<file path="config.mk">
export PLATFORM = sky130hd
export DESIGN_NAME = i2c_io_expander
export DESIGN_NICKNAME = d
export VERILOG_FILES = /design/src/hw/ioexp_pkg.sv /design/src/hw/i2c_io_expander.sv
export SDC_FILE = /design/constraint.sdc
export NUM_CORES = 1
export LEC_CHECK = 0
export ABC_AREA = 1
export BUFFER_PORTS_ARGS = -buffer_cell sky130_fd_sc_hd__buf_4
export CAP_MARGIN = 20
export CELL_PAD_IN_SITES_DETAIL_PLACEMENT = 0
export CELL_PAD_IN_SITES_GLOBAL_PLACEMENT = 1
export CORE_ASPECT_RATIO = 1.4
export CORE_MARGIN = 1.5
export CORE_UTILIZATION = 35
export DETAILED_ROUTE_END_ITERATION = 8
export PLACE_DENSITY = 0.74
export SETUP_SLACK_MARGIN = 0.15
export SLEW_MARGIN = 20
export SYNTH_ARGS = -nofsm -noshare
export SYNTH_HDL_FRONTEND = slang
export SYNTH_SLANG_ARGS = --single-unit
</file>
<file path="constraint.sdc">
create_clock -name clk_sys_i -period 2.9 [get_ports clk_sys_i]
set_clock_uncertainty 0.2 [all_clocks]
set_input_delay 0.145 -clock clk_sys_i [delete_from_list [all_inputs] [get_ports clk_sys_i]]
set_output_delay 0.145 -clock clk_sys_i [all_outputs]
set_load 0.1 [all_outputs]
</file>
<file path="src/hw/ioexp_pkg.sv">
package ioexp_pkg;

    // Serial address layout: fixed upper bits, strap bits, direction bit.
    localparam logic [3:0] ADDR_FIXED   = 4'h4;
    localparam int         ADDR_RW_BIT  = 0;
    localparam logic       RW_READ      = 1'b1;

    // Command byte: the low bits select one of eight registers.
    localparam int         PTR_W        = 3;
    localparam logic [2:0] CMD_IN0      = 3'h0;
    localparam logic [2:0] CMD_IN1      = 3'h1;
    localparam logic [2:0] CMD_OUT0     = 3'h2;
    localparam logic [2:0] CMD_OUT1     = 3'h3;
    localparam logic [2:0] CMD_POL0     = 3'h4;
    localparam logic [2:0] CMD_POL1     = 3'h5;
    localparam logic [2:0] CMD_CFG0     = 3'h6;
    localparam logic [2:0] CMD_CFG1     = 3'h7;

    // Register kind codes held in command bits 2..1.
    localparam logic [1:0] KIND_IN      = 2'h0;
    localparam logic [1:0] KIND_OUT     = 2'h1;
    localparam logic [1:0] KIND_POL     = 2'h2;
    localparam logic [1:0] KIND_CFG     = 2'h3;

    // Reset values of one byte of each writable kind.
    localparam logic [7:0] OUT_RST      = 8'hFF;
    localparam logic [7:0] POL_RST      = 8'h00;
    localparam logic [7:0] CFG_RST      = 8'hFF;

    // Bit counts of a serial byte.
    localparam logic [3:0] RX_LAST      = 4'h8;
    localparam logic [3:0] TX_LAST      = 4'h7;

    // Number of asynchronous inputs passed through the synchroniser.
    localparam int         SYNC_W       = 21;

    typedef enum logic [4:0] {
        ST_IDLE = 5'h01,
        ST_RX   = 5'h02,
        ST_ACK  = 5'h04,
        ST_TX   = 5'h08,
        ST_MACK = 5'h10
    } bus_state_e;

    typedef enum logic [2:0] {
        PH_ADDR = 3'h1,
        PH_CMD  = 3'h2,
        PH_DATA = 3'h4
    } phase_e;

endpackage : ioexp_pkg

</file>
<file path="src/hw/i2c_io_expander.sv">
`timescale 1ns/1ps
// Notes on behaviour
// - Input, output, polarity, direction registers, two bytes.
// - After reset all sixteen pins are inputs.
// - Each pin direction follows its configuration bit.
// - Input bits hold samples, output bits hold drives.
// - Polarity bit set reports the pin inverted.
// - Every register is readable over the bus.
// - Reset restores registers and idles bus machine.
// - Interrupt when input pin differs from capture.
// - Interrupt is active low, open drain.
// - Three straps set low address bits.
// - Output pins hold last written output value.
// - Output pins are driven push-pull both ways.
// - Address is 0100, straps, then read bit.
// - Command byte low bits select one register.
// - Pointer persists until a new command byte.
// - Input registers follow pins; writes ignored.
module i2c_io_expander (
    // System
    input  wire logic        clk_sys_i,
    input  wire logic        rst_n_i,
    // Serial bus
    input  wire logic        scl_i,
    input  wire logic        sda_i,
    output logic             sda_o,
    output logic             sda_oe_o,
    // Address straps
    input  wire logic        addr_strap_bit0_i,
    input  wire logic        addr_strap_bit1_i,
    input  wire logic        addr_strap_bit2_i,
    // Port pins, low byte
    input  wire logic [7:0]  port_low_pins_i,
    output logic      [7:0]  port_low_pins_o,
    output logic      [7:0]  port_low_pins_oe_o,
    // Port pins, high byte
    input  wire logic [7:0]  port_high_pins_i,
    output logic      [7:0]  port_high_pins_o,
    output logic      [7:0]  port_high_pins_oe_o,
    // Change interrupt
    output logic             int_n_o,
    output logic             int_oe_o
);

    // Picks the low or high byte of a sixteen-bit register pair.
    function automatic logic [7:0] pick_byte(
        input logic [15:0] pair,
        input logic        hi
    );
        pick_byte = hi ? pair[15:8] : pair[7:0];
    endfunction : pick_byte

    // Two-stage synchroniser for every pin.
    logic [ioexp_pkg::SYNC_W-1:0] async_in;
    logic [ioexp_pkg::SYNC_W-1:0] sync_meta;
    logic [ioexp_pkg::SYNC_W-1:0] sync_q;

    assign async_in = {scl_i, sda_i, addr_strap_bit2_i, addr_strap_bit1_i,
                       addr_strap_bit0_i, port_high_pins_i, port_low_pins_i};

    always_ff @(posedge clk_sys_i or negedge rst_n_i) begin
        if (!rst_n_i) begin
            // Bus lines rest high, so no false edge follows reset.
            sync_meta <= {2'b11, {(ioexp_pkg::SYNC_W-2){1'b0}}};
            sync_q    <= {2'b11, {(ioexp_pkg::SYNC_W-2){1'b0}}};
        end else begin
            sync_meta <= async_in;
            sync_q    <= sync_meta;
        end
    end

    logic        scl_s;
    logic        sda_s;
    logic [2:0]  strap_s;
    logic [15:0] pin_s;

    assign scl_s   = sync_q[20];
    assign sda_s   = sync_q[19];
    assign strap_s = sync_q[18:16];
    assign pin_s   = sync_q[15:0];

    // Bus line history for edge and condition detection.
    logic scl_prev;
    logic sda_prev;

    always_ff @(posedge clk_sys_i or negedge rst_n_i) begin
        if (!rst_n_i) begin
            scl_prev <= 1'b1;
            sda_prev <= 1'b1;
        end else begin
            scl_prev <= scl_s;
            sda_prev <= sda_s;
        end
    end

    logic scl_rise;
    logic scl_fall;
    logic start_det;
    logic stop_det;

    assign scl_rise  = scl_s & ~scl_prev;
    assign scl_fall  = ~scl_s & scl_prev;
    assign start_det = scl_s & scl_prev & sda_prev & ~sda_s;
    assign stop_det  = scl_s & scl_prev & ~sda_prev & sda_s;

    // Register storage, one sixteen-bit pair per kind.
    logic [15:0] out_q;
    logic [15:0] pol_q;
    logic [15:0] cfg_q;
    logic [15:0] in_capt;
    logic [ioexp_pkg::PTR_W-1:0] ptr;

    // Serial engine state.
    ioexp_pkg::bus_state_e state;
    ioexp_pkg::phase_e     phase;
    logic [3:0]            bit_cnt;
    logic [7:0]            shreg;
    logic                  rw_read;
    logic                  mack_ok;

    logic       addr_hit;
    logic       byte_done;
    logic       wr_stb;
    logic       ptr_load;
    logic       rd_load;
    logic [7:0] rd_byte;
    logic [7:0] in_now;

    assign addr_hit  = (shreg[7:1] == {ioexp_pkg::ADDR_FIXED, strap_s});
    assign byte_done = (state == ioexp_pkg::ST_RX) && scl_fall
                       && (bit_cnt == ioexp_pkg::RX_LAST);
    assign wr_stb    = byte_done && (phase == ioexp_pkg::PH_DATA);
    assign ptr_load  = byte_done && (phase == ioexp_pkg::PH_CMD);
    assign rd_load   = scl_fall
                       && (((state == ioexp_pkg::ST_ACK) && rw_read
                            && (phase == ioexp_pkg::PH_ADDR))
                           || ((state == ioexp_pkg::ST_MACK) && mack_ok));

    // Live input value of the pointed byte, with polarity applied; the capture keeps raw pin levels.
    assign in_now = pick_byte(pin_s, ptr[0]) ^ pick_byte(pol_q, ptr[0]);

    always_comb begin
        unique case (ptr[2:1])
            ioexp_pkg::KIND_IN:  rd_byte = in_now;
            ioexp_pkg::KIND_OUT: rd_byte = pick_byte(out_q, ptr[0]);
            ioexp_pkg::KIND_POL: rd_byte = pick_byte(pol_q, ptr[0]);
            ioexp_pkg::KIND_CFG: rd_byte = pick_byte(cfg_q, ptr[0]);
        endcase
    end

    // Bus state machine; start and stop override every state.
    always_ff @(posedge clk_sys_i or negedge rst_n_i) begin
        if (!rst_n_i) begin
            state   <= ioexp_pkg::ST_IDLE;
            phase   <= ioexp_pkg::PH_ADDR;
            bit_cnt <= 4'h0;
            shreg   <= 8'h00;
            rw_read <= 1'b0;
            mack_ok <= 1'b0;
        end else if (start_det) begin
            state   <= ioexp_pkg::ST_RX;
            phase   <= ioexp_pkg::PH_ADDR;
            bit_cnt <= 4'h0;
        end else if (stop_det) begin
            state   <= ioexp_pkg::ST_IDLE;
        end else begin
            unique case (state)
                ioexp_pkg::ST_IDLE: begin
                    bit_cnt <= 4'h0;
                end
                ioexp_pkg::ST_RX: begin
                    if (scl_rise) begin
                        shreg   <= {shreg[6:0], sda_s};
                        bit_cnt <= bit_cnt + 4'h1;
                    end else if (byte_done) begin
                        if (phase == ioexp_pkg::PH_ADDR) begin
                            if (addr_hit) begin
                                state   <= ioexp_pkg::ST_ACK;
                                rw_read <= (shreg[ioexp_pkg::ADDR_RW_BIT]
                                            == ioexp_pkg::RW_READ);
                            end else begin
                                state   <= ioexp_pkg::ST_IDLE;
                            end
                        end else begin
                            state <= ioexp_pkg::ST_ACK;
                        end
                    end
                end
                ioexp_pkg::ST_ACK: begin
                    if (scl_fall) begin
                        bit_cnt <= 4'h0;
                        if (rd_load) begin
                            state <= ioexp_pkg::ST_TX;
                            shreg <= rd_byte;
                        end else begin
                            state <= ioexp_pkg::ST_RX;
                            if (phase == ioexp_pkg::PH_ADDR) begin
                                phase <= ioexp_pkg::PH_CMD;
                            end else begin
                                phase <= ioexp_pkg::PH_DATA;
                            end
                        end
                    end
                end
                ioexp_pkg::ST_TX: begin
                    if (scl_fall) begin
                        if (bit_cnt == ioexp_pkg::TX_LAST) begin
                            state   <= ioexp_pkg::ST_MACK;
                            mack_ok <= 1'b0;
                        end else begin
                            shreg   <= {shreg[6:0], 1'b1};
                            bit_cnt <= bit_cnt + 4'h1;
                        end
                    end
                end
                ioexp_pkg::ST_MACK: begin
                    if (scl_rise) begin
                        mack_ok <= ~sda_s;
                    end else if (scl_fall) begin
                        bit_cnt <= 4'h0;
                        if (mack_ok) begin
                            state <= ioexp_pkg::ST_TX;
                            shreg <= rd_byte;
                        end else begin
                            state <= ioexp_pkg::ST_IDLE;
                        end
                    end
                end
            endcase
        end
    end

    // Open-drain data line: pull low for acknowledge and zero bits.
    always_ff @(posedge clk_sys_i or negedge rst_n_i) begin
        if (!rst_n_i) begin
            sda_oe_o <= 1'b0;
        end else begin
            sda_oe_o <= (state == ioexp_pkg::ST_ACK)
                        || ((state == ioexp_pkg::ST_TX) && !shreg[7]);
        end
    end

    assign sda_o = 1'b0;

    // Register pointer survives across transfers.
    always_ff @(posedge clk_sys_i or negedge rst_n_i) begin
        if (!rst_n_i) begin
            ptr <= ioexp_pkg::CMD_IN0;
        end else if (ptr_load) begin
            ptr <= shreg[ioexp_pkg::PTR_W-1:0];
        end
    end

    // Writable registers; writes to the input pair fall through unused.
    always_ff @(posedge clk_sys_i or negedge rst_n_i) begin
        if (!rst_n_i) begin
            out_q <= {ioexp_pkg::OUT_RST, ioexp_pkg::OUT_RST};
            pol_q <= {ioexp_pkg::POL_RST, ioexp_pkg::POL_RST};
            cfg_q <= {ioexp_pkg::CFG_RST, ioexp_pkg::CFG_RST};
        end else if (wr_stb) begin
            unique case (ptr)
                ioexp_pkg::CMD_OUT0: out_q[7:0]  <= shreg;
                ioexp_pkg::CMD_OUT1: out_q[15:8] <= shreg;
                ioexp_pkg::CMD_POL0: pol_q[7:0]  <= shreg;
                ioexp_pkg::CMD_POL1: pol_q[15:8] <= shreg;
                ioexp_pkg::CMD_CFG0: cfg_q[7:0]  <= shreg;
                ioexp_pkg::CMD_CFG1: cfg_q[15:8] <= shreg;
                default: ;
            endcase
        end
    end

    // Input capture: primed once the synchroniser holds real pin levels,
    // renewed by each input read.
    logic       primed;
    logic [1:0] warm;

    always_ff @(posedge clk_sys_i or negedge rst_n_i) begin
        if (!rst_n_i) begin
            primed  <= 1'b0;
            warm    <= 2'h0;
            in_capt <= 16'h0000;
        end else if (!primed) begin
            warm <= {warm[0], 1'b1};
            if (warm[1]) begin
                primed  <= 1'b1;
                in_capt <= pin_s;
            end
        end else if (rd_load && (ptr == ioexp_pkg::CMD_IN0)) begin
            in_capt[7:0]  <= pin_s[7:0];
        end else if (rd_load && (ptr == ioexp_pkg::CMD_IN1)) begin
            in_capt[15:8] <= pin_s[15:8];
        end
    end

    // Change interrupt over pins configured as inputs.
    always_ff @(posedge clk_sys_i or negedge rst_n_i) begin
        if (!rst_n_i) begin
            int_oe_o <= 1'b0;
        end else begin
            int_oe_o <= primed && |((pin_s ^ in_capt) & cfg_q);
        end
    end

    assign int_n_o = 1'b0;

    // Pin drivers: enabled where configuration holds zero, push-pull.
    assign port_low_pins_o     = out_q[7:0];
    assign port_high_pins_o    = out_q[15:8];
    assign port_low_pins_oe_o  = ~cfg_q[7:0];
    assign port_high_pins_oe_o = ~cfg_q[15:8];

endmodule : i2c_io_expander

</file>
# Yosys cells after proc, flatten, opt, wreduce, memory -nomap -nowiden
# Index checks and enable logic that the tools add are counted.
# word_totals
register_bits	138
inputBits	23
out_inout_bits	36
# op_classes
n_addsub	1
n_eq_ne	47
muxes	53
n_bitwise	19
n_reduce_logical	38
# ops
cell	n
two-way mux 8 bit	15
one-hot mux 8 bit (4 select lines)	2
two-way mux 5 bit	10
two-way mux 4 bit	9
two-way mux 16 bit	2
!= test 4 bit, second input constant	7
!= test 2 bit, second input constant	13
two-way mux 3 bit	7
one-hot mux 4 bit (5 select lines)	1
one-hot mux 5 bit (4 select lines)	1
AND 16 bit	1
inverter 8 bit	2
OR reduction 16 bit	1
XOR 16 bit	1
equality test 3 bit, second input constant	5
AND reduction 2 bit	7
logical AND 1 bit	12
!= test 3 bit, second input constant	4
AND reduction 11 bit	1
equality test 3 x 2 -> 1 bit, second input constant	3
AND reduction 8 bit	1
nonzero test 2 bit	4
XOR 8 bit	1
AND 1 bit	7
27 further kinds	41

# Longest topological paths before layout
# logic_depth
word_depth	10
mapped_depth	13
depth_no_buf	11

# Worst setup path after synthesis
# Ideal clock, no wire load.
# synth_timing
path_kind	register to register
start	register cfg_q[7]
end	register shreg[7]
setup_time_ps	118
arrival_ps	1523
path_slack_ps	1059
path_stages_with_launch	11
period_less_slack_ps	1841
cell_sequence	dfstp_2 inv_1 nand2_1 nand3_1 nand2_1 nor2_1 nand2_1 nand2_1 nand2_1 nand3_1 nand2_1
# synth_via
elab_chain_cells	6
elab_cells_between_ends	8
# synth_lines
item	line	source
from (decl)	i2c_io_expander.sv:109	logic [15:0] cfg_q;
from (signal assigned)	i2c_io_expander.sv:259	cfg_q <= {ioexp_pkg::CFG_RST, ioexp_pkg::CFG_RST};
from (signal assigned)	i2c_io_expander.sv:266	ioexp_pkg::CMD_CFG0: cfg_q[7:0] <= shreg;
two-way mux 8 bit *	i2c_io_expander.sv:50	pick_byte = hi ? pair[15:8] : pair[7:0];
one-hot mux 8 bit (4 select lines) *	i2c_io_expander.sv:143	unique case (ptr[2:1])
two-way mux 8 bit	i2c_io_expander.sv:221	if (mack_ok) begin
two-way mux 8 bit	i2c_io_expander.sv:219	end else if (scl_fall) begin
two-way mux 8 bit	i2c_io_expander.sv:217	if (scl_rise) begin
one-hot mux 8 bit (4 select lines) *	i2c_io_expander.sv:167	unique case (state)
to (signal assigned)	i2c_io_expander.sv:173	shreg <= {shreg[6:0], sda_s};
to (signal assigned)	i2c_io_expander.sv:211	shreg <= {shreg[6:0], 1'b1};
to (signal assigned)	i2c_io_expander.sv:223	shreg <= rd_byte;
to (decl)	i2c_io_expander.sv:117	logic [7:0] shreg;
# Mark *: on every way between the ends. The rest lies on a longest branch, timed or not. The select of a mux whose other input is x is not followed.
# A chain may end at the register's enable or synchronous reset.

# Worst setup path in the final report
# layout_timing
start	register state[0]
end	register bit_cnt[1]
# layout_via
elab_chain_cells	4
elab_cells_between_ends	13
# layout_lines
item	line	source
from (decl)	i2c_io_expander.sv:114	ioexp_pkg::bus_state_e state;
from (signal assigned)	i2c_io_expander.sv:154	state <= ioexp_pkg::ST_IDLE;
from (signal assigned)	i2c_io_expander.sv:161	state <= ioexp_pkg::ST_RX;
from (signal assigned)	i2c_io_expander.sv:165	state <= ioexp_pkg::ST_IDLE;
equality test 5 bit, or another cell as far along	i2c_io_expander.sv:167	
one-hot mux 4 bit (5 select lines)	i2c_io_expander.sv:167	
two-way mux 4 bit	i2c_io_expander.sv:164	end else if (stop_det) begin
two-way mux 4 bit	i2c_io_expander.sv:160	end else if (start_det) begin
to (signal assigned)	i2c_io_expander.sv:174	bit_cnt <= bit_cnt + 4'h1;
to (signal assigned)	i2c_io_expander.sv:212	bit_cnt <= bit_cnt + 4'h1;
to (decl)	i2c_io_expander.sv:116	logic [3:0] bit_cnt;
# Parallel ways exist; a longest one is shown, timed or not. The select of a mux whose other input is x is not followed.

==> flow_summary_export.csv <==
group,metric,value,unit
run_status,outcome,"complete, no violations",
clock_network,cts_resized,0,
worst_hold_path,hold_path.class,"in2async",
placement,numPortBuffers,56,
floorplanning,die_area,20500,um^2
pwr,p_leak,4.66,nW
critical_path,cp-start-kind,"flip-flop",
placement,dp_hpwl,12900,um
final_layout,layout-drive-gt1-share,17.5,%
detailed_routing,postRouteAntennaNets,0,
critical_path,r2r_setup_slack,780,ps
logic_synthesis,yosys_register_bits,138,
global_route,grt_max_degree,57,
critical_path,critPathMaxFanout,14,
critical_path,path_cells,"nor2_2, nand3_1, nand2_1, nand2_1, inv_2, o21ai_2, nand2_1, nand2_1, nand2_1",
critical_path,crit_arrival,2240,ps
global_route,grt_usage,18.8,%
critical_path,reg2reg_depth,9,
critical_path,r2r-end,"bit_cnt[1]",
clock_network,cts_made_buffers,17,
global_route,antenna_found_initial,0,
logic_synthesis,netlist_area,6880,um^2
sta,slew_headroom,63.0,%
floorplanning,ioPinCount,59,
sta,fmax,0.471,GHz
flow_run,max-cap-violations,0,
floorplanning,die_w,121,um
sta,tns,0,ps
critical_path,cpMostUsedCell,"nand2_1",
global_route,gr-total-overflow,0,
logic_synthesis,ys_warn_count,0,
detailed_routing,drt_iter0_drc,361,
final_layout,final_util,43.5,%
clock_network,cts_root_buf,"clkbuf_16",
clock_network,cts_buffer_depth,2,
logic_synthesis,synth_area_per_cell,7.73,um^2
clock_network,cts_tree,"done",
critical_path,max_stage_delay,550,ps
pwr,irDropWorstVdd,419,uV
global_route,grt_pass1_wl,29200,um
detailed_routing,drt_pass1_iterations,5,
critical_path,worstReg2RegStart,"state[0]",
detailed_routing,via_per_inst,4.51,
logic_synthesis,synth.distinct_cells,33,
floorplanning,initial_utilization,35.8,%
detailed_routing,vias,5545,
pwr,cellPowerDensity,664,nW/um^2
sta,hold_viol,0,
final_layout,finalNetCount,993,
critical_path,crit_slowest_cell,"dfstp_2",
critical_path,required,3020,ps
critical_path,endpoint,"bit_cnt[1]",
sta,finalSetupViolCount,0,
placement,dp_slack,769,ps
final_layout,areaGrowthSynthToFinish,21.4,%
sta,rsz0062_at_grt,"false",
sta,min_period,2120,ps
floorplanning,die_h,169,um
clock_network,clkTransAtPathRegs,60,ps
global_route,first_global_vias,5523,
sta,setup_slack,778,ps
detailed_routing,wl,18000,um
logic_synthesis,synthCells,890,
critical_path,end_kind,"flip-flop",
floorplanning,rows,60,
sta,finalCritPeriodShare,73.2,%
sta,tightestPinTransition,554,ps
floorplanning,core,19200,um^2
logic_synthesis,synth_seq_area_share,50.9,%
detailed_routing,wl_per_cell,14.6,um
placement,routabilityCongestion,0.844,
sta,slew_violations,0,
detailed_routing,drc,0,
clock_network,htree_levels,4,
final_layout,n_antenna_cell,0,
clock_network,clk_latency,420,ps
critical_path,critPathLaunch,"state[0]",
clock_network,numClockSinks,138,
critical_path,worstSetupPathType,"reg2reg",
## critical path, delay by kind of cell (launching register included)
kind | cells | cell delay (ps)
AO/OA/AOI/OAI | 1 | 210
AND/OR/NAND/NOR | 7 | 990
flip-flops | 1 | 550
buffers and inverters | 1 | 70
## worst min-delay path by stage
stage             from           end  slack (ps)
3_5_place_dp   rst_n_i    sync_q[11]         -60
4_1_cts        rst_n_i    sync_q[11]          50
5_1_grt        rst_n_i     sync_q[5]          80
6_report       rst_n_i  sync_meta[3]          40
3_3_place_gp   rst_n_i  sync_meta[9]         -70
2_1_floorplan  rst_n_i    bit_cnt[0]        -350
## cells in the mapped netlist
library cell	instances	area share [%]
a21oi_1	25	1.8
and2_1	1	0.091
buf_2	9	0.65
buf_4	3	0.33
buf_6	7	1.1
clkbuf_1	8	0.44
clkinv_2	1	0.073
conb_1	1	0.055
dfrtp_1	98	36
dfstp_2	40	15
ha_1	2	0.36
inv_1	148	8.1
inv_2	4	0.22
nand2_1	311	17
nand2_2	6	0.55
nand2_4	1	0.16
nand3_1	62	4.5
nand3_2	9	1.3
nand3_4	2	0.51
nand4_1	11	1.0
nor2_1	37	2.0
nor2_2	4	0.36
nor2_4	6	0.98
nor2_8	1	0.29
nor3_1	11	0.80
nor3_4	1	0.24
o211ai_1	1	0.11
o21ai_0	27	2.0
o21ai_1	49	3.6
o21ai_2	1	0.13
or2_2	1	0.091
xnor2_1	1	0.13
xor2_1	1	0.13
## sequential cells by signal, indices dropped and copies added, names as in the netlist
| name | cells |
|---|---|
| ptr | 3 |
| sync_q | 21 |
| sda_prev | 1 |
| cfg_q | 16 |
| phase | 3 |
| shreg | 8 |
| scl_prev | 1 |
| state | 5 |
| rw_read | 1 |
| sync_meta | 21 |
| pol_q | 16 |
| out_q | 16 |
| mack_ok | 1 |
| in_capt | 16 |
| primed | 1 |
| sda_oe_o | 1 |
| warm | 2 |
| int_oe_o | 1 |
| bit_cnt | 4 |
## report_power, final
group	leakage, nW	total (mW)	internal [mW]	switching [mW]
Sequential	1.63	2.29	2.07	0.215
Clock	0.295	2.31	1.44	0.868
Combinational	2.74	0.951	0.299	0.652
Total	4.66	5.54	3.81	1.73
## layout by cell type (no fill, tap or decap), types with 6 or more instances in the layout
master,count
nand2_1,311
inv_1,148
dfrtp_1,98
nand3_1,62
buf_4,61
o21ai_1,49
dfstp_2,40
nor2_1,37
o21ai_0,27
a21oi_1,25
dlygate4sd3_1,22
clkbuf_16,17
nand4_1,11
nor3_1,11
nand3_2,9
nor2_4,6
nand2_2,6
## logic make-up (layout without fill, tap and decap cells)
group / after synthesis / after routing / share of synthesized area, %
AOI/OAI and AO/OA: 103 / 103 / 7.58
xor gates and xnor gates: 2 / 2 / 0.255
adders and majority gates: 2 / 2 / 0.364
buffers and inverters: 180 / 270 / 10.9
DFF: 138 / 138 / 50.9
other: 1 / 2 / 0.0545
and+or+nand+nor: 464 / 464 / 29.9
## routing by layer
metal  wire length (um)  vias to the layer above  track usage, %
met5                  0                        -               0
met4                371                        0            6.34
met3                473                       24            3.50
met2               9420                       91            33.9
met1               7720                     2536            22.0
li1                   -                     2894               -
## final cells by class
| class | instances | area, um^2 |
|---|---|---|
| fillers | 1961 | 10900 |
| flip-flops and latches | 138 | 3500 |
| multi-input cells | 573 | 2630 |
| repair buffers | 85 | 709 |
| inverters | 153 | 576 |
| clock buffers | 17 | 425 |
| well taps | 248 | 310 |
| clock inverters | 15 | 200 |
## timing repair
action                                 4_1_cts  5_1_grt
hold buffers                                22        0
endpoints found under the hold margin      114        0
setup buffers                                0        0
## stage by stage
stage               cells  power, mW  cell area [um^2]  hold WS [ps]
floorplan             891       2.94              6880          -351
global placement     1175       3.26              7510         -68.8
detailed placement   1175       3.26              7510         -64.1
CTS                  1229       5.61              8350          51.5
global route         1229       5.84              8350          77.2
finish               1229       5.54              8350          38.7
No activity file was read; power rests on OpenSTA's default activity.
